$ cat config.mk
export PLATFORM = sky130hd
export DESIGN_NAME = page_table_walker
export DESIGN_NICKNAME = d
export VERILOG_FILES = /design/src/include/walker_pkg.sv /design/src/rtl/access_perm_check.sv /design/src/rtl/page_table_walker.sv
export SDC_FILE = /design/constraint.sdc
export NUM_CORES = 1
export LEC_CHECK = 0
export ABC_AREA = 1
export BUFFER_PORTS_ARGS = -buffer_cell sky130_fd_sc_hd__buf_2
export CAP_MARGIN = 10
export CORE_MARGIN = 2
export CORE_UTILIZATION = 35
export CTS_BUF_LIST = sky130_fd_sc_hd__clkbuf_8
export CTS_CLUSTER_DIAMETER = 40
export DETAILED_ROUTE_END_ITERATION = 16
export GPL_TIMING_DRIVEN = 1
export HOLD_SLACK_MARGIN = 0.15
export PLACE_DENSITY_LB_ADDON = 0.05
export SLEW_MARGIN = 20
export SYNTH_ARGS = -nofsm -noshare
export SYNTH_HDL_FRONTEND = slang
export SYNTH_SLANG_ARGS = --single-unit
$ cat constraint.sdc
create_clock -name clk_sys -period 4.1 [get_ports clk_sys]
set_input_delay 0.205 -clock clk_sys [delete_from_list [all_inputs] [get_ports clk_sys]]
set_output_delay 0.205 -clock clk_sys [all_outputs]
set_load 0.02 [all_outputs]
$ cat src/include/walker_pkg.sv
// Shared constants and types for the table walker
`default_nettype none
package walker_pkg;
  localparam int          AddrWidth      = 32;
  localparam int          TlbIndexWidth  = 6;
  localparam logic [31:0] TableBaseReset = 32'h0000_0000;
  localparam int          TableBaseLsb   = 14;
  localparam int          SecBaseLsb     = 20;
  localparam int          PtBaseLsb      = 10;
  localparam int          SmallBaseLsb   = 12;
  localparam int          LargeBaseLsb   = 16;
  localparam int          DomainLsb      = 5;
  localparam int          DomainMsb      = 8;
  localparam int          CacheBit       = 3;
  localparam int          BufferBit      = 2;
  localparam int          SecPermLsb     = 10;
  localparam int          SubPermLsb     = 4;
  localparam int          CtrlSystemBit  = 8;
  localparam int          CtrlRomBit     = 9;
  localparam logic [1:0]  DescInvalid    = 2'h0;
  localparam logic [1:0]  DescPageTable  = 2'h1;
  localparam logic [1:0]  DescSection    = 2'h2;
  localparam logic [1:0]  DescLargePage  = 2'h1;
  localparam logic [1:0]  DescSmallPage  = 2'h2;
  localparam logic [1:0]  DomNoAccess    = 2'h0;
  localparam logic [1:0]  DomClient      = 2'h1;
  localparam logic [1:0]  DomManager     = 2'h3;

  typedef enum logic [2:0] {
    WALK_IDLE   = 3'b000,
    WALK_L1REQ  = 3'b001,
    WALK_L1WAIT = 3'b010,
    WALK_L2REQ  = 3'b011,
    WALK_L2WAIT = 3'b100,
    WALK_CHECK  = 3'b101
  } walk_state_t;

  typedef enum logic [1:0] {
    FAULT_NONE    = 2'b00,
    FAULT_SECTION = 2'b01,
    FAULT_PAGE    = 2'b10,
    FAULT_PERM    = 2'b11
  } fault_kind_t;
endpackage
`default_nettype wire

$ cat src/rtl/access_perm_check.sv
// Access permission decode for one permission field
`default_nettype none
module access_perm_check (
  input  wire logic [1:0] access_perm_field,
  input  wire logic       systemProt,
  input  wire logic       romProt,
  input  wire logic       isUser,
  input  wire logic       isWrite,
  output logic            permitted
);
  always_comb begin
    permitted = 1'b0;
    // Reserved protection setting overrides every field value
    if (systemProt && romProt) begin
      permitted = 1'b0;
    end else begin
      case (access_perm_field)
        2'h0: begin
          if (systemProt) begin
            permitted = !isUser && !isWrite;
          end else if (romProt) begin
            permitted = !isWrite;
          end else begin
            permitted = 1'b0;
          end
        end
        2'h1: permitted = !isUser;
        2'h2: permitted = !isUser || !isWrite;
        default: permitted = 1'b1;
      endcase
    end
  end
endmodule
`default_nettype wire

$ cat src/rtl/page_table_walker.sv
// Translation table walker: two-level fetch, decode and permission check
// Notes on behaviour
// - Walk starts only when the lookaside buffer reports a miss.
// - Low 14 bits of the table base read as zero.
// - First fetch word address is base[31:14] joined with vaddr[31:20].
// - First-level type: 00 fault, 01 page table, 10 section, 11 reserved.
// - Reserved first-level type also gives a section translation fault.
// - Page table pointer gives second base [31:10] and domain [8:5].
// - Page table pointer leads to a second fetch before any address.
// - Section bit 3 cacheable, bit 2 bufferable, gated by enables.
// - Section address is desc[31:20] with vaddr[19:0], domain [8:5].
// - Section permission is bits 11:10, read with system and ROM bits.
// - Permission fields apply only in client domains; domain rules first.
// - Permission 00, no protect bits: every access faults.
// - Permission 00, system only: supervisor reads only.
// - Permission 00, ROM only: reads in both modes, writes fault.
// - Permission 01: supervisor read/write, user faults.
// - Permission 10: supervisor read/write, user read only.
// - Permission 11: everything allowed unless system and ROM bits are both set.
// - Permission check finishes before the physical address is driven.
// - Second-level type: 00 fault, 01 large, 10 small, 11 reserved.
// - Reserved second-level type also gives a page translation fault.
// - Second-level bit 2 bufferable, bit 3 cacheable.
// - Four sub-page permission fields in bits 11:4, top field highest.
// - Page number from [31:12] small or [31:16] large, rest virtual.
// - Successful walk writes the buffer, victim chosen round robin.
`default_nettype none
module page_table_walker
  import walker_pkg::*;
(
  input  wire logic                               clk_sys,
  input  wire logic                               rst,
  input  wire logic                               tableBaseWrite,
  input  wire logic [31:0]                        tableBaseData,
  input  wire logic [31:0]                        controlReg,
  input  wire logic [31:0]                        domainCtrl,
  input  wire logic                               reqValid,
  input  wire logic [walker_pkg::AddrWidth-1:0]   reqVaddr,
  input  wire logic                               reqWrite,
  input  wire logic                               reqUser,
  input  wire logic                               tlbHit,
  input  wire logic                               cacheEnable,
  input  wire logic                               bufferEnable,
  output logic                                    memReadValid,
  output logic [29:0]                             memWordAddr,
  input  wire logic                               memReadDone,
  input  wire logic [31:0]                        memReadData,
  output logic                                    walkDone,
  output logic [1:0]                              walkFault,
  output logic [3:0]                              walkDomain,
  output logic [walker_pkg::AddrWidth-1:0]        physAddr,
  output logic                                    physCacheable,
  output logic                                    physBufferable,
  output logic                                    tlbWrite,
  output logic [walker_pkg::TlbIndexWidth-1:0]    tlbWriteIndex,
  output logic                                    walkBusy
);
  import walker_pkg::*;

  typedef struct packed {
    walk_state_t               state;
    logic [31:0]               tableBase;
    logic [31:0]               vaddr;
    logic                      isWrite;
    logic                      isUser;
    logic [31:0]               desc;
    logic [3:0]                domain;
    logic                      isPage;
    logic                      isLarge;
    logic [29:0]               memAddr;
    logic                      done;
    fault_kind_t               fault;
    logic [31:0]               pa;
    logic                      cacheable;
    logic                      bufferable;
    logic                      tlbWr;
    logic [TlbIndexWidth-1:0]  victim;
    logic [TlbIndexWidth-1:0]  wrIndex;
  } walk_regs_t;

  walk_regs_t regs_q;
  walk_regs_t regs_d;

  logic [1:0] permField;
  logic [1:0] domainMode;
  logic       permOk;
  logic [1:0] subSel;

  // Permission field of the descriptor currently held
  always_comb begin
    subSel = regs_q.isLarge ? regs_q.vaddr[15:14] : regs_q.vaddr[11:10];
    if (regs_q.isPage) begin
      permField = regs_q.desc[SubPermLsb + 2*subSel +: 2];
    end else begin
      permField = regs_q.desc[SecPermLsb +: 2];
    end
    domainMode = domainCtrl[2*regs_q.domain +: 2];
  end

  access_perm_check permCheck (
    .access_perm_field (permField),
    .systemProt        (controlReg[CtrlSystemBit]),
    .romProt           (controlReg[CtrlRomBit]),
    .isUser            (regs_q.isUser),
    .isWrite           (regs_q.isWrite),
    .permitted         (permOk)
  );

  always_comb begin
    regs_d = regs_q;
    regs_d.done = 1'b0;
    regs_d.tlbWr = 1'b0;
    if (tableBaseWrite) begin
      regs_d.tableBase = {tableBaseData[31:TableBaseLsb],
                          {TableBaseLsb{1'b0}}};
    end
    case (regs_q.state)
      WALK_IDLE: begin
        if (reqValid && !tlbHit) begin
          regs_d.vaddr = reqVaddr;
          regs_d.isWrite = reqWrite;
          regs_d.isUser = reqUser;
          regs_d.isPage = 1'b0;
          regs_d.isLarge = 1'b0;
          regs_d.memAddr = {regs_q.tableBase[31:TableBaseLsb],
                            reqVaddr[31:SecBaseLsb]};
          regs_d.state = WALK_L1REQ;
        end
      end
      WALK_L1REQ: begin
        regs_d.state = WALK_L1WAIT;
      end
      WALK_L1WAIT: begin
        if (memReadDone) begin
          regs_d.desc = memReadData;
          regs_d.domain = memReadData[DomainMsb:DomainLsb];
          case (memReadData[1:0])
            DescPageTable: begin
              regs_d.isPage = 1'b1;
              regs_d.memAddr = {memReadData[31:PtBaseLsb],
                                regs_q.vaddr[19:12]};
              regs_d.state = WALK_L2REQ;
            end
            DescSection: begin
              regs_d.state = WALK_CHECK;
            end
            default: begin
              regs_d.fault = FAULT_SECTION;
              regs_d.done = 1'b1;
              regs_d.state = WALK_IDLE;
            end
          endcase
        end
      end
      WALK_L2REQ: begin
        regs_d.state = WALK_L2WAIT;
      end
      WALK_L2WAIT: begin
        if (memReadDone) begin
          regs_d.desc = memReadData;
          case (memReadData[1:0])
            DescLargePage: begin
              regs_d.isLarge = 1'b1;
              regs_d.state = WALK_CHECK;
            end
            DescSmallPage: begin
              regs_d.isLarge = 1'b0;
              regs_d.state = WALK_CHECK;
            end
            default: begin
              regs_d.fault = FAULT_PAGE;
              regs_d.done = 1'b1;
              regs_d.state = WALK_IDLE;
            end
          endcase
        end
      end
      WALK_CHECK: begin
        regs_d.done = 1'b1;
        regs_d.state = WALK_IDLE;
        if (domainMode == DomManager ||
            (domainMode == DomClient && permOk)) begin
          regs_d.fault = FAULT_NONE;
          if (!regs_q.isPage) begin
            regs_d.pa = {regs_q.desc[31:SecBaseLsb],
                         regs_q.vaddr[SecBaseLsb-1:0]};
          end else if (regs_q.isLarge) begin
            regs_d.pa = {regs_q.desc[31:LargeBaseLsb],
                         regs_q.vaddr[LargeBaseLsb-1:0]};
          end else begin
            regs_d.pa = {regs_q.desc[31:SmallBaseLsb],
                         regs_q.vaddr[SmallBaseLsb-1:0]};
          end
          regs_d.cacheable = regs_q.desc[CacheBit] && cacheEnable;
          regs_d.bufferable = regs_q.desc[BufferBit] && bufferEnable;
          regs_d.tlbWr = 1'b1;
          regs_d.wrIndex = regs_q.victim;
          regs_d.victim = regs_q.victim + 1'b1;
        end else begin
          // Domain faults are reported through the permission code here
          regs_d.fault = FAULT_PERM;
        end
      end
      default: begin
        regs_d.state = WALK_IDLE;
      end
    endcase
  end

  always_ff @(posedge clk_sys or posedge rst) begin
    if (rst) begin
      regs_q <= '0;
      regs_q.state <= WALK_IDLE;
      regs_q.tableBase <= TableBaseReset;
      regs_q.fault <= FAULT_NONE;
    end else begin
      regs_q <= regs_d;
    end
  end

  assign memReadValid   = (regs_q.state == WALK_L1REQ) ||
                          (regs_q.state == WALK_L2REQ);
  assign memWordAddr    = regs_q.memAddr;
  assign walkDone       = regs_q.done;
  assign walkFault      = regs_q.fault;
  assign walkDomain     = regs_q.domain;
  assign physAddr       = regs_q.pa;
  assign physCacheable  = regs_q.cacheable;
  assign physBufferable = regs_q.bufferable;
  assign tlbWrite       = regs_q.tlbWr;
  assign tlbWriteIndex  = regs_q.wrIndex;
  assign walkBusy       = regs_q.state != WALK_IDLE;

  a_hit_no_walk: assert property (@(posedge clk_sys) disable iff (rst)
    regs_q.state == WALK_IDLE && reqValid && tlbHit
      |=> regs_q.state == WALK_IDLE)
    else $error("walk started on hit");
  a_base_aligned: assert property (@(posedge clk_sys) disable iff (rst)
    regs_q.tableBase[13:0] == 14'h0000)
    else $error("table base not aligned");
  a_l1_address: assert property (@(posedge clk_sys) disable iff (rst)
    regs_q.state == WALK_L1REQ |-> memWordAddr ==
      {regs_q.tableBase[31:14], regs_q.vaddr[31:20]})
    else $error("bad first level address");
  a_sec_fault: assert property (@(posedge clk_sys) disable iff (rst)
    regs_q.state == WALK_L1WAIT && memReadDone && (memReadData[1:0] == 2'h0
      || memReadData[1:0] == 2'h3)
      |=> walkDone && walkFault == FAULT_SECTION)
    else $error("missing section fault");
  a_l2_follows: assert property (@(posedge clk_sys) disable iff (rst)
    regs_q.state == WALK_L1WAIT && memReadDone && memReadData[1:0] == 2'h1
      |=> !walkDone && memReadValid &&
        memWordAddr == {regs_q.desc[31:10], regs_q.vaddr[19:12]})
    else $error("second fetch not issued");
  a_page_fault: assert property (@(posedge clk_sys) disable iff (rst)
    regs_q.state == WALK_L2WAIT && memReadDone && (memReadData[1:0] == 2'h0
      || memReadData[1:0] == 2'h3)
      |=> walkDone && walkFault == FAULT_PAGE)
    else $error("missing page fault");
  a_perm_fault: assert property (@(posedge clk_sys) disable iff (rst)
    regs_q.state == WALK_CHECK && domainMode == DomClient && !permOk
      |=> walkFault == FAULT_PERM && !tlbWrite)
    else $error("permission fault missed");
  a_victim_step: assert property (@(posedge clk_sys) disable iff (rst)
    tlbWrite ##1 (!tlbWrite)[*1] ##[0:20] tlbWrite
      |-> tlbWriteIndex == $past(regs_q.victim) &&
        regs_q.victim == tlbWriteIndex + 1'b1)
    else $error("victim index wrong");
  a_section_pa: assert property (@(posedge clk_sys) disable iff (rst)
    regs_q.state == WALK_CHECK && !regs_q.isPage
      ##1 tlbWrite |-> physAddr[19:0] == $past(regs_q.vaddr[19:0])
        && physAddr[31:20] == regs_q.desc[31:20])
    else $error("section offset not passed");

  // Fetch sequencing and descriptor decode
  a_take_fetch: assert property (@(posedge clk_sys) disable iff (rst)
    regs_q.state == WALK_IDLE && reqValid && !tlbHit
      |=> memReadValid && walkBusy)
    else $error("miss did not start a fetch");
  a_busy_hold: assert property (@(posedge clk_sys) disable iff (rst)
    walkBusy && reqValid |=> $stable(regs_q.vaddr))
    else $error("request taken while busy");
  a_fetch_pulse: assert property (@(posedge clk_sys) disable iff (rst)
    memReadValid |=> !memReadValid)
    else $error("fetch request longer than a cycle");
  a_l2_address: assert property (@(posedge clk_sys) disable iff (rst)
    regs_q.state == WALK_L2REQ |-> memWordAddr ==
      {regs_q.desc[31:10], regs_q.vaddr[19:12]})
    else $error("bad second level address");
  a_domain_load: assert property (@(posedge clk_sys) disable iff (rst)
    regs_q.state == WALK_L1WAIT && memReadDone
      |=> walkDomain == $past(memReadData[8:5]))
    else $error("domain not taken from first descriptor");
  a_base_load: assert property (@(posedge clk_sys) disable iff (rst)
    tableBaseWrite
      |=> regs_q.tableBase[31:14] == $past(tableBaseData[31:14]))
    else $error("table base not loaded");
  a_sec_decode: assert property (@(posedge clk_sys) disable iff (rst)
    regs_q.state == WALK_L1WAIT && memReadDone && memReadData[1:0] == 2'h2
      |=> regs_q.state == WALK_CHECK && !regs_q.isPage)
    else $error("section descriptor not checked");
  a_page_decode: assert property (@(posedge clk_sys) disable iff (rst)
    regs_q.state == WALK_L2WAIT && memReadDone && (memReadData[1:0] == 2'h1
      || memReadData[1:0] == 2'h2)
      |=> regs_q.state == WALK_CHECK &&
        regs_q.isLarge == ($past(memReadData[1:0]) == 2'h1))
    else $error("page size decoded wrongly");
  a_l2_no_fill: assert property (@(posedge clk_sys) disable iff (rst)
    regs_q.state == WALK_L2REQ || regs_q.state == WALK_L2WAIT
      |-> !walkDone && !tlbWrite)
    else $error("result before second fetch");

  // Domain, permission and result checks
  a_manager_ok: assert property (@(posedge clk_sys) disable iff (rst)
    regs_q.state == WALK_CHECK && domainMode == DomManager
      |=> walkDone && walkFault == FAULT_NONE && tlbWrite)
    else $error("manager domain faulted");
  a_domain_deny: assert property (@(posedge clk_sys) disable iff (rst)
    regs_q.state == WALK_CHECK && domainMode != DomManager
      && domainMode != DomClient |=> walkFault == FAULT_PERM)
    else $error("closed domain not faulted");
  a_perm_pass: assert property (@(posedge clk_sys) disable iff (rst)
    regs_q.state == WALK_CHECK && domainMode == DomClient && permOk
      |=> walkFault == FAULT_NONE && tlbWrite)
    else $error("permitted access faulted");
  a_sysrom_deny: assert property (@(posedge clk_sys) disable iff (rst)
    regs_q.state == WALK_CHECK && domainMode == DomClient
      && controlReg[CtrlRomBit] && controlReg[CtrlSystemBit]
      |=> walkFault == FAULT_PERM && !tlbWrite)
    else $error("reserved protection setting granted access");
  a_fault_nofill: assert property (@(posedge clk_sys) disable iff (rst)
    walkDone && walkFault != FAULT_NONE |-> !tlbWrite && $stable(physAddr))
    else $error("address produced on a fault");
  a_large_pa: assert property (@(posedge clk_sys) disable iff (rst)
    regs_q.state == WALK_CHECK && regs_q.isPage && regs_q.isLarge
      ##1 tlbWrite |-> physAddr ==
        {regs_q.desc[31:16], regs_q.vaddr[15:0]})
    else $error("large page address wrong");
  a_small_pa: assert property (@(posedge clk_sys) disable iff (rst)
    regs_q.state == WALK_CHECK && regs_q.isPage && !regs_q.isLarge
      ##1 tlbWrite |-> physAddr ==
        {regs_q.desc[31:12], regs_q.vaddr[11:0]})
    else $error("small page address wrong");
  a_attr_gated: assert property (@(posedge clk_sys) disable iff (rst)
    tlbWrite |-> physCacheable == (regs_q.desc[3] && $past(cacheEnable))
      && physBufferable == (regs_q.desc[2] && $past(bufferEnable)))
    else $error("attribute not gated by enable");
  a_fill_done: assert property (@(posedge clk_sys) disable iff (rst)
    tlbWrite |-> walkDone && walkFault == FAULT_NONE)
    else $error("fill outside a successful walk");
endmodule
`default_nettype wire

== Word level (Yosys, flattened, before mapping) ==
Cells that the tools add are included.

* Add/sub/neg operators: 2
* Multipliers: 0
* Div/mod/pow operators: 0
* $lt $le $gt $ge: 0
* Equal/unequal tests: 18
* Shifts and indexed selects: 2
* Muxes and demuxes: 33
* Bitwise gates (word level): 0
* Reduce and logical (&&, ||, !) cells: 28

{| class="wikitable"
|+ Operator list
! operator !! number
|-
| $mux W32 || 2
|-
| $pmux W32 S2 || 1
|-
| $pmux W30 S2 || 1
|-
| $mux W37 || 1
|-
| $mux W33 || 1
|-
| $shiftx A32 B5 Y2 || 1
|-
| $shiftx A32 B6 Y2 || 1
|-
| $mux W30 || 1
|-
| $mux W13 || 2
|-
| $mux W3 || 7
|-
| $mux W20 || 1
|-
| $mux W16 || 1
|-
| $pmux W3 S5 || 1
|-
| $ne A2 B2 Y1 const B || 5
|-
| $pmux W3 S3 || 1
|-
| $reduce_and A4 Y1 || 2
|-
| $add A6 B1 Y6 const B || 1
|-
| $eq A2 B1 Y1 const B || 3
|-
| $eq A2 B2 Y1 const B || 3
|-
| $eq A3 B2 Y1 const B || 2
|-
| $eq A3 B3 Y1 const B || 2
|-
| $logic_and A1 B1 Y1 || 6
|-
| $mux W2 || 3
|-
| $pmux W1 S2 || 3
|-
| 17 further kinds || 31
|}

* Register bits: 161
* Latch bits: 0
* RAM bits: 0
* Bits in read-only memories: 0
* Memories: 0

== Depth between registers and ports, before layout ==
Gate-level depths: netlist (run 1).

* Depth in word-level cells: 11
* Depth in mapped cells: 18
* Mapped depth without buffers: 16

== Hierarchy ==
From an unflattened synthesis (run 1), not the netlist that was laid out.

* Cell total of the unflattened synthesis: 932
* Area total of the unflattened synthesis: 7785.0 µm²

{| class="wikitable"
|+ By module, submodules not included
! module !! times used !! cells each !! area each (µm²) !! seq. area each (µm²)
|-
| page_table_walker || 1 || 918 || 7732.4 || 3978.8
|-
| access_perm_check || 1 || 14 || 52.6 || 0.0
|}

== Worst setup path before layout (run 1) ==
Ideal clock, no wire load.

* Path kind: reg2reg
* Start point: reg regs_q (netlist bit walkDomain[1])
* End point: reg regs_q (netlist bit physAddr[10])
* Arrival: 1750 ps
* Required time: 4035 ps
* Path slack: 2286 ps
* Stages on the path, launching flop included: 12
* Buffers on the path: 4
* Period minus slack after synthesis: 1814 ps
* Cell sequence: dfrtp_1 > buf_2 > buf_4 > a21oi_1 > o21ai_0 > nand3_1 > a21oi_1 > nor3_2 > buf_2 > buf_2 > nand3_1 > nand2_2

* Longest elaborated chain between the ends: 5

{| class="wikitable"
|+ Ends and longest elaborated chain
! element !! RTL line !! text
|-
| start: declaration || page_table_walker.sv:81 || <nowiki>walk_regs_t regs_q;</nowiki>
|-
| start signal: assignment || page_table_walker.sv:217 || <nowiki>regs_q <= regs_d;</nowiki>
|-
| $shiftx A32 B6 Y2 * || page_table_walker.sv:97 || <nowiki>domainMode = domainCtrl[2*regs_q.domain +: 2];</nowiki>
|-
| $eq A2 B1 Y1 || page_table_walker.sv:182 || <nowiki>(domainMode == DomClient && permOk)) begin</nowiki>
|-
| $logic_and A1 B1 Y1 || page_table_walker.sv:182 ||
|-
| $logic_or A1 B1 Y1 * || page_table_walker.sv:181 || <nowiki>if (domainMode == DomManager ||</nowiki>
|-
| $reduce_and A2 Y1 (no line) * || - ||
|}

Mark *: on every way between the ends. The rest lies on a longest branch, timed or not.
A chain may end at the register's enable or synchronous reset.

== Worst setup path in the final report (run 1) ==
* Start point: reg regs_q[184] (netlist name)
* End point: reg regs_q (netlist bit memWordAddr[13])

* Longest elaborated chain between the ends: 3

{| class="wikitable"
|+ Ends and longest elaborated chain
! element !! RTL line !! text
|-
| $eq A3 B2 Y1 / $logic_not A3 Y1 (equally long branches) || page_table_walker.sv:117 || <nowiki>case (regs_q.state)</nowiki>
|-
| $ne A2 B1 Y1 (no line) (tied with other cells) || - ||
|-
| $reduce_and A4 Y1 (no line) || - ||
|}

Several ways; a longest one is shown, not always the timed one.

==> results by group, run 1 <==
Drt
  – Routed len/inst: 15.0 um
  – ANT nets after route: 0
  – Drt initial violations: 372
  – First-pass iteration count of the detailed router: 5
  – DRC Markers: 0
  – Via count: 6509
  – Vias per std cell: 4.56
  – Total Wirelength: 21400 um

Logic synthesis
  – Synth Flop Type: dfrtp_1
  – Post-synth EDFFs: 0
  – Library cells used by synthesis: 30
  – Seq/Total Area, Yosys: 0.495
  – Synthesized instance count: 922
  – Post-Syn Nets: between 1000 and 1500
  – Ys Warns: 0
  – Asr flop ratio synth: 1.00
  – Register bit count reported by yosys: ~160
  – Post-Syn Area: 8030 um2
  – Synth Area per Inst: 8.71 um2

Clock network
  – Clock Tree Root: clkbuf_8
  – CTS tree: built
  – Htree depth: 4
  – Max clock buf depth: 2
  – TritonCTS Buffers: 17
  – Post-CTS setup buffer count: 0
  – Num Clock Sinks: 159
  – Skew-Pair Late Insertion Delay: between 400 and 500 ps
  – Worst-path clk slew: 100 ps

Global routing
  – Largest net degree at the start of global routing: 68
  – Met2 usage: 0.281
  – Global-route wire length before repair: ~35000 um
  – Initial antenna violation count: 1
  – GRT met1 Usage: 0.260
  – Top Usage Layer GRT: met2
  – Met3 GRT Util: 0.0440
  – Total gr overflow: 0
  – Vias in the first global route: 6431
  – GRT Util Overall: 0.183

Timing
  – RSZ-0062 raised after global routing: no
  – Fmax: 0.345 GHz
  – Max-slew violations: 0
  – Setup TNS: 0 ps
  – Worst Tran Pin Value: 962 ps
  – Slew Limit Headroom: 0.358
  – Setup Viol. Count Final: 0
  – Hold Slack: 194 ps
  – Setup Skew: 15.3 ps
  – Final hold vios: 0
  – Final worst-path cycle share: 0.706
  – Post-route minimum period: 2890 ps

Floorplan
  – Site Rows: 55
  – Area of the die: 24200 um2
  – Die height: 156 um
  – Initial Util: 0.356
  – Ports: 250
  – CORE AREA: 22600 um2
  – Die width: about 160 um

Setup path
  – Reg-to-reg endpoint: memWordAddr[13]$_DFFE_PP0P_
  – CP max stage delay: approximately 570 ps
  – R2R Setup Slk: roughly 1200 ps
  – Crit start category: flip-flop
  – WP buf/inv: 2
  – Critical path type: reg2reg
  – Required @ worst endpoint: 4410 ps
  – Worst EP arrival: 3210 ps
  – Crit Path Max Fanout: 26
  – Most used cell, CP: nand2_1
  – Cell family with most CP delay: simple AND/OR/NAND/NOR gates
  – Cells on worst reg2reg path: 9
  – RR Startpoint: regs_q[184]$_DFFE_PP0P_
  – Critical Path, Cell by Cell: nor2_1 > inv_1 > nor2_1 > nand2_1 > nand2_1 > nand2_1 > buf_4 > nand2_1 > o311ai_0
  – Crit end category: flip-flop
  – Slowest-stage cell, CP: nand2_1

Pwr
  – Power density over the cells: 644 nW/um2
  – Total power: 6420 uW
  – Peak supply drop: 0.000258 V
  – LEAKAGE: 0.00520 uW

Hold path
  – Min-Delay Startpoint: tlbHit
  – Worst hold path type: in2reg
  – Hold path depth: 4
  – WHS Endpoint: regs_q[184]$_DFFE_PP0P_

Run status
  – Outcome: finished, final reports clean

Final layout
  – Commonest non-fill, non-tap cell in the layout: nand2_1
  – Area growth syn-to-layout: 24.2%
  – Nets: about 1300
  – Commonest non-fill, non-tap cells in the layout: 246 x nand2_1, 205 x buf_2, 159 x dfrtp_1
  – Layout cells sized above 1: 0.284

Flow run
  – Max Cap Violations: 0

Placement
  – RePlAce Congestion: a little over 0.8
  – Post-DP HPWL: 14400 um
  – PortBufs: 205
-- logic make-up (layout without fill, tap and decap cells) --
kind of cell / after synthesis / in the layout / share of synthesized area
flip-flops: 159 / 159 / 0.495
adder cells (fa/ha/maj): 4 / 4 / 0.00623
multiplexers: 16 / 16 / 0.0224
AND/OR/NAND/NOR: 424 / 424 / 0.247
XOR/XNOR: 4 / 4 / 0.00436
buffers and inverters: 197 / 415 / 0.139
other: 0 / 1 / 0
AO/OA/AOI/OAI: 118 / 118 / 0.0857
-- cell usage after synthesis (2+ instances only) --
cell type | number | share of area
xor2_1 | 4 | 0.0044
buf_2 | 9 | 0.0056
o21ai_0 | 62 | 0.039
mux2_2 | 16 | 0.022
o211ai_1 | 29 | 0.027
o22ai_1 | 5 | 0.0039
nor2_2 | 2 | 0.0016
inv_1 | 75 | 0.035
clkbuf_1 | 23 | 0.011
a21oi_1 | 15 | 0.0093
ha_1 | 4 | 0.0062
nand2_1 | 246 | 0.11
nand2_4 | 24 | 0.034
nand3_2 | 2 | 0.0025
nand2_2 | 25 | 0.019
nand3_1 | 102 | 0.064
buf_4 | 80 | 0.075
nor2_1 | 21 | 0.0098
buf_6 | 2 | 0.0028
o311ai_0 | 2 | 0.0022
buf_12 | 3 | 0.0075
a22oi_1 | 2 | 0.0019
inv_2 | 4 | 0.0019
dfrtp_1 | 159 | 0.50
-- per-layer routing --
layer	vias up	routed length, um
met5	-	0
met4	0	194
met1	3025	10700
li1	3301	-
met2	167	9350
met3	16	1110
-- per-stage QoR --
stage / area [um2] / cells / utilization / worst slack, ps
floorplan: 8040 / 922 / - / 1880
CTS: 9970 / 1425 / 0.442 / 1140
global route: 9970 / 1426 / 0.442 / 908
detailed placement: 8720 / 1306 / 0.386 / 1140
finish: 9970 / 1426 / 0.442 / 1210
global placement: 8720 / 1306 / 0.386 / 1180
-- flip-flops by register name, summed over array words and instances (netlist names), 2 cells and up --
| register | cells |
|---|---|
| memWordAddr | 30 |
| physAddr | 32 |
| regs_q | 81 |
| tlbWriteIndex | 6 |
| walkDomain | 4 |
| walkFault | 2 |
-- timing repair --
item | CTS | global route
hold endpoints to repair | 124 | 0
gates resized for setup | 0 | 0
hold buffers | 87 | 0
-- where the power goes --
part / internal (uW) / switching, uW / leakage, uW
logic: 955 / 1720 / 0.00298
clock network: 509 / 640 / 0.000195
registers: 2150 / 455 / 0.00203
total: 3610 / 2810 / 0.00520
-- worst max path at each step --
| stage | start | endpoint | slack (ps) | cells after the start |
|---|---|---|---|---|
| final | regs_q[184]$_DFFE_PP0P_ | memWordAddr[13]$_DFFE_PP0P_ | 1210 | 9 |
| after global routing | regs_q[184]$_DFFE_PP0P_ | memWordAddr[12]$_DFFE_PP0P_ | 910 | 9 |
| after CTS | regs_q[184]$_DFFE_PP0P_ | memWordAddr[12]$_DFFE_PP0P_ | 1140 | 9 |
| after detailed placement | regs_q[184]$_DFFE_PP0P_ | memWordAddr[12]$_DFFE_PP0P_ | 1140 | 9 |
| after global placement | regs_q[184]$_DFFE_PP0P_ | memWordAddr[12]$_DFFE_PP0P_ | 1180 | 9 |
| after floorplan | rst | memWordAddr[0]$_DFFE_PP0P_ | 1880 | 1 |
-- final cells by class --
type	count	area, um2
Sequential cell	159	3980
Multi-Input combinational cell	566	2950
Antenna cell	1	2.50
Clock inverter	14	134
Fill cell	2336	12600
Tap cell	285	357
Inverter	80	304
Clock buffer	18	248
Timing Repair Buffer	303	2000
-- tightest hold or removal path, delay by kind of cell --
family / cells / cell delay [ps]
compound gates: 1 / 220
buf+inv: 1 / 80
simple gates: 2 / 120
Power figures use the tool's default switching activity.
==> run 2, diff against run 1 <==
clock period = 2.8 ns   (was 4.1 ns; I/O delays follow)
==> results by group, run 2 (synthesis results as in run 1) <==
Run status
  – Outcome: finished, final reports clean

Global routing
  – GRT Util Overall: 0.183 (+0.000728)
  – Global-route wire length before repair: 34800 um (+0.78%)
  – Largest net degree at the start of global routing: 121 (+78%)
  – Vias in the first global route: 6447 (+0.25%)
  – Initial antenna violation count: 1 (unchanged)
  – Total gr overflow: 0 (unchanged)

Timing
  – Worst Tran Pin Value: 712 ps (-250 ps)
  – Post-route minimum period: 2180 ps (-716 ps)
  – Max-slew violations: 0 (unchanged)
  – Setup Skew: 17.1 ps (+1.74 ps)
  – Fmax: 0.459 GHz (+33%)
  – Final worst-path cycle share: 0.778 (+0.0721)
  – Slew Limit Headroom: 0.526 (+0.168)
  – Final hold vios: 0 (unchanged)
  – RSZ-0062 raised after global routing: no
  – Setup TNS: 0 ps (unchanged)
  – Setup Viol. Count Final: 0 (unchanged)

Setup path
  – Crit end category: flip-flop
  – Crit Path Max Fanout: 36 (+38%)
  – Worst EP arrival: 2560 ps (-650 ps)
  – Crit start category: flip-flop
  – Critical path type: reg2reg
  – Required @ worst endpoint: 3180 ps (-1230 ps)

Final layout
  – Largest Register: regs_q
  – Fillers: 2328 (-0.34%)
  – Non-filler cells, final: 1437 (+0.77%)
  – Commonest non-fill, non-tap cells in the layout: 246 x nand2_1, 205 x buf_2, 159 x dfrtp_1
  – Commonest non-fill, non-tap cell in the layout: nand2_1
  – Post-route cell area: 10100 um2 (+1.4%)
  – Number of flip-flops under the largest register name: 81 (unchanged)
  – Layout cells sized above 1: 0.289 (+0.00510)
  – Area growth syn-to-layout: 25.9%
  – Nets: 1313 (+0.92%)

Clock network
  – CTS tree: built
  – Post-CTS setup buffer count: 0 (unchanged)
  – Skew-Pair Late Insertion Delay: 450 ps (about the same)
  – Worst-path clk slew: 100 ps (about the same)
  – Num Clock Sinks: 159 (unchanged)
  – Htree depth: 4 (unchanged)
  – Hold_buf cts: 90 (+3.4%)
  – Max clock buf depth: 2 (unchanged)
  – TritonCTS Buffers: 17 (unchanged)
  – Post_cts resized: 0 (unchanged)
  – Clock Tree Root: clkbuf_8

Floorplan
  – Die width: 156 um (unchanged)
  – Die height: 156 um (unchanged)
  – Initial Util: 0.356 (unchanged)
  – Ports: 250 (unchanged)
  – Site Rows: 55 (unchanged)
  – CORE AREA: 22600 um2 (unchanged)
  – Area of the die: 24200 um2 (unchanged)

Drt
  – DRC Markers: 0 (unchanged)
  – Drt initial violations: 330 (-11%)
  – Total Wirelength: 21500 um (+0.65%)
  – ANT nets after route: 0 (unchanged)
  – Vias per std cell: 4.52 (-0.87%)
  – Routed len/inst: 15.0 um (-0.13%)
  – Via count: 6502 (-0.11%)
  – First-pass iteration count of the detailed router: 5 (unchanged)

Pwr
  – Peak supply drop: 0.000371 V (+44%)
  – LEAKAGE: 0.00527 uW (+1.3%)
  – Power density over the cells: 945 nW/um2 (+47%)
  – Total power: 9560 uW (+49%)

Placement
  – PortBufs: 205 (unchanged)
  – Placed cells: 1315 (+0.69%)
  – Post-DP HPWL: 14700 um (+2.1%)
  – RePlAce Congestion: 0.815 (+0.56%)
  – Placed Area: 8810 um2 (+1.1%)

Flow run
  – Max Cap Violations: 0 (unchanged)

Hold path
  – Worst hold path type: in2reg
==> run 2: final timing paths <==
| kind | from | slack, ps | to | cells after the start |
|---|---|---|---|---|
| worst max-delay path | walkDomain[1]$_DFFE_PP0P_ | 620 | physAddr[21]$_DFFE_PP0P_ | 7 |
| worst min-delay path | tableBaseWrite | 180 | regs_q[167]$_DFFE_PP0P_ | 3 |
| min in group asynchronous | rst | 760 | physBufferable$_DFFE_PP0P_ | 4 |
| worst max register to register | walkDomain[1]$_DFFE_PP0P_ | 620 | physAddr[21]$_DFFE_PP0P_ | 7 |
| max in group asynchronous | rst | 1100 | physAddr[23]$_DFFE_PP0P_ | 5 |
| worst min register to register | tlbWriteIndex[0]$_DFFE_PP0P_ | 470 | tlbWriteIndex[0]$_DFFE_PP0P_ | 2 |
==> run 2: worst max-delay path, stage by stage, from the launching register on <==
cell and delay [ps]:
dfrtp_1 720, o211ai_1 170, nand3_1 150, a21oi_1 110, nor3_4 280, buf_4 420
nand3_1 160, nand2_1 90
==> run 2: cell type report <==
type | count | area [um2] | share of cell area
diodes | 1 | 2.50 | 0.000247
repair buffers | 315 | 2130 | 0.210
well taps | 285 | 357 | 0.0353
flip-flops and latches | 159 | 3980 | 0.393
multi-input cells | 566 | 2950 | 0.291
clock inverters | 13 | 153 | 0.0151
clock buffers | 18 | 248 | 0.0245
inverters | 80 | 304 | 0.0301
==> run 2: through the flow <==
stage / hold slack (ps) / util / worst slack (ps)
floorplan: 250 / - / 645
finish: 181 / 0.448 / 621
detailed placement: 97.6 / 0.390 / 603
CTS: 156 / 0.448 / 575
global placement: 103 / 0.390 / 604
global route: 177 / 0.448 / 344
==> run 2: power by group <==
part | internal (uW) | switching, uW
combinational | 1460 | 2560
sequential | 3150 | 631
clock | 833 | 928
total | 5440 | 4120
==> run 2: metal layers <==
layer,global-route usage,up-vias,routed length (um)
met4,0.0406,0,177
met2,0.286,162,9750
li1,-,3327,-
met1,0.263,3002,10600
met5,0,-,0
met3,0.0382,11,1000
==> run 3, diff against run 2 <==
ABC_AREA = 0   (was 1)
clock period = 1.95 ns   (was 2.8 ns; I/O delays follow)
==> results by group, run 3 <==
Run status
  – Outcome: complete, but fails checks
  – Failing checks: setup timing

Global routing
  – Initial antenna violation count: 0 (-1)
  – Vias in the first global route: 5584 (-13%)
  – Global-route wire length before repair: 30700 um (-12%)
  – Largest net degree at the start of global routing: 37 (-69%)
  – GRT Util Overall: 0.179 (-0.00393)
  – Total gr overflow: 0 (unchanged)

Setup path
  – Crit start category: flip-flop
  – Crit end category: flip-flop
  – Worst EP arrival: 2820 ps (+260 ps)
  – Required @ worst endpoint: 2280 ps (-900 ps)
  – Critical path type: reg2reg
  – Crit Path Max Fanout: 25 (-31%)

Clock network
  – Max clock buf depth: 2 (unchanged)
  – Worst-path clk slew: 90 ps (about the same)
  – TritonCTS Buffers: 17 (unchanged)
  – Clock Tree Root: clkbuf_8
  – Skew-Pair Late Insertion Delay: 450 ps (about the same)
  – Htree depth: 4 (unchanged)
  – CTS tree: built
  – Num Clock Sinks: 159 (unchanged)

Timing
  – Worst Tran Pin Value: 495 ps (-216 ps)
  – Setup Skew: 14.5 ps (-2.55 ps)
  – Final WS setup: -549 ps (-1170 ps)
  – Setup Viol. Count Final: 70 (+70)
  – Hold Slack: 223 ps (+42.6 ps)
  – Post-route minimum period: 2500 ps (+320 ps)
  – Setup TNS: -24910 ps (-24910 ps)
  – Max-slew violations: 0 (unchanged)
  – Slew Limit Headroom: 0.669 (+0.144)
  – Fmax: 0.400 GHz (-13%)
  – RSZ-0062 raised after global routing: yes
  – Final hold vios: 0 (unchanged)
  – Final worst-path cycle share: 1.28 (+0.503)

Drt
  – DR WL met3: 981 um (-2.1%)
  – ANT nets after route: 0 (unchanged)
  – Max Used Layer: met4
  – Via count: 5284 (-19%)
  – Routed len/inst: 17.3 um (+15%)
  – DRC Markers: 0 (unchanged)
  – Vias per std cell: 4.72 (+4.4%)
  – Wl on met1: 8810 um (-17%)
  – Met2 wire len: 9310 um (-4.6%)
  – First-pass iteration count of the detailed router: 7 (+2)
  – Total Wirelength: 19300 um (-10%)
  – Drt initial violations: 308 (-6.7%)

Final layout
  – Fillers: 1859 (-20%)
  – Number of flip-flops under the largest register name: 81 (unchanged)
  – Commonest non-fill, non-tap cells in the layout: 205 x buf_2, 158 x dfrtp_1, 89 x dlygate4sd3_1
  – Post-route cell area: 10100 um2 (+0.12%)
  – Area of the multi-input gates: 2800 um2 (-5.1%)
  – Commonest non-fill, non-tap cell in the layout: buf_2
  – Nets: 1010 (-23%)
  – Layout cells sized above 1: 0.494 (+0.204)
  – Area growth syn-to-layout: 38.6%
  – Antenna cells: 0 (-1)
  – Largest Register: regs_q
  – Total area of sequential cells: 3980 um2 (about the same)

Logic synthesis
  – Register bit count reported by yosys: 159 (unchanged)
  – Synth top area share: 0.544 (+0.0492)
  – Asr flop ratio synth: 1.00 (unchanged)
  – Yosys top cell by area: dfrtp_1
  – Ys Warns: 0 (unchanged)
  – Top cells by count, synth: 159 x dfrtp_1, 76 x buf_4, 71 x mux2_2
  – Post-Syn Nets: 755 (-31%)
  – Seq/Total Area, Yosys: 0.544 (+0.0492)
  – Synth Flop Type: dfrtp_1
  – Library cells used by synthesis: 48 (+60%)
  – Post-Syn Area: 7310 um2 (-9.0%)
  – Synthesized instance count: 581 (-37%)
  – Synth Area per Inst: 12.6 um2 (+44%)
  – Largest cells by area after synthesis: dfrtp_1 54%, mux2_2 11%, buf_4 7.8%
  – Cell with the most instances after synthesis: dfrtp_1
  – Post-synth EDFFs: 0 (unchanged)

Pwr
  – Power density over the cells: 1350 nW/um2 (+43%)
  – LEAKAGE: 0.00501 uW (-4.9%)
  – Peak supply drop: 0.000542 V (+46%)

Placement
  – Post-DP HPWL: 13500 um (-8.0%)
  – PortBufs: 205 (unchanged)
  – RePlAce Congestion: 0.832 (+2.0%)
  – Placed Area: 8490 um2 (-3.7%)

Flow run
  – Max Cap Violations: 0 (unchanged)

Floorplan
  – Area of the die: 22100 um2 (-8.8%)
  – Ports: 250 (unchanged)
  – CORE AREA: 20400 um2 (-9.8%)
  – Initial Util: 0.359 (+0.00294)
  – Die height: 149 um (-4.5%)
  – Die width: 149 um (-4.5%)
  – Site Rows: 52 (-5.5%)

Hold path
  – Worst hold path type: in2async
-- run 3: changes by cell type in the layout (fill, tap and decap cells not counted), moves of 9 or more --
cell / before / now
mux2_4: 0 / 40
nand2_4: 24 / 0
o21ai_0: 62 / 2
buf_6: 0 / 9
nand2_1: 246 / 30
mux4_2: 0 / 9
nand3_1: 102 / 4
inv_1: 74 / 32
o211ai_1: 29 / 0
a222oi_1: 0 / 25
nor2_1: 21 / 7
nand2_2: 25 / 4
mux2_2: 16 / 56
-- run 3: worst paths after layout --
| kind | from | to | slack (ps) | cells after the start |
|---|---|---|---|---|
| max | walkDomain[1]$_DFFE_PP0P_ | tlbWriteIndex[3]$_DFFE_PP0P_ | -550 | 6 |
| min | rst | regs_q[121]$_DFFE_PP0P_ | 220 | 3 |
| max reg2reg | walkDomain[1]$_DFFE_PP0P_ | tlbWriteIndex[3]$_DFFE_PP0P_ | -550 | 6 |
| min reg2reg | regs_q[11]$_DFFE_PP0P_ | regs_q[11]$_DFFE_PP0P_ | 470 | 1 |
| max in group asynchronous | rst | regs_q[166]$_DFFE_PP0P_ | 1150 | 4 |
| min in group clk_sys | tableBaseWrite | regs_q[182]$_DFFE_PP0P_ | 230 | 2 |
-- run 3: through the flow --
stage,total power [uW],util,std cells,worst slack (ps)
global route,14600,0.497,1119,-649
global placement,10600,0.417,989,-598
CTS,13600,0.488,1117,-573
finish,13700,0.497,1119,-549
detailed placement,10700,0.417,989,-678
floorplan,9510,-,581,-393
-- run 3: what timing repair did --
item                                    CTS  global route
endpoints found under the hold margin   270             0
gates resized for setup                  21            51
endpoints found under the setup margin   74            88
pin swaps                                 8             9
hold buffers                             89             0
buffers inserted                          5             3
cloned                                    3             1
-- run 3: critical path: stages (launching register included) --
cell and delay, ps:
dfrtp_2 460, mux4_2 510, mux4_2 540, a221oi_4 240
a211oi_4 100, buf_12 200, mux2_1 310
-- run 3: logic make-up (layout without fill, tap and decap cells) --
| logic type | Yosys count | in the layout | synth area share |
|---|---|---|---|
| buf+inv | 137 | 405 | 0.114 |
| simple gates | 78 | 78 | 0.0514 |
| flops | 159 | 159 | 0.544 |
| mux | 117 | 117 | 0.193 |
| fa+ha+maj | 4 | 4 | 0.00685 |
| xor+xnor | 5 | 5 | 0.00599 |
| compound gates | 81 | 81 | 0.0847 |
-- run 3: report_power, final --
group	internal [uW]	switching, uW	leakage (uW)	total, uW
Combinational	3030	2870	0.00283	5900
Sequential	4560	919	0.00199	5480
Clock	1030	1310	0.000188	2330
-- run 3: routing by layer --
metal  global-route usage  up-vias
met4               0.0476        0
li1                     -     2497
met3               0.0365       11
met5                    0        -
met1                0.243     2614
met2                0.295      162
-- run 3: area by class of cell --
type | instances | area share
clock buffers | 17 | 0.0231
clock inverters | 15 | 0.0136
inverters | 31 | 0.0119
multi-input cells | 285 | 0.276
flip-flops and latches | 159 | 0.393
well taps | 270 | 0.0334
repair buffers | 342 | 0.249
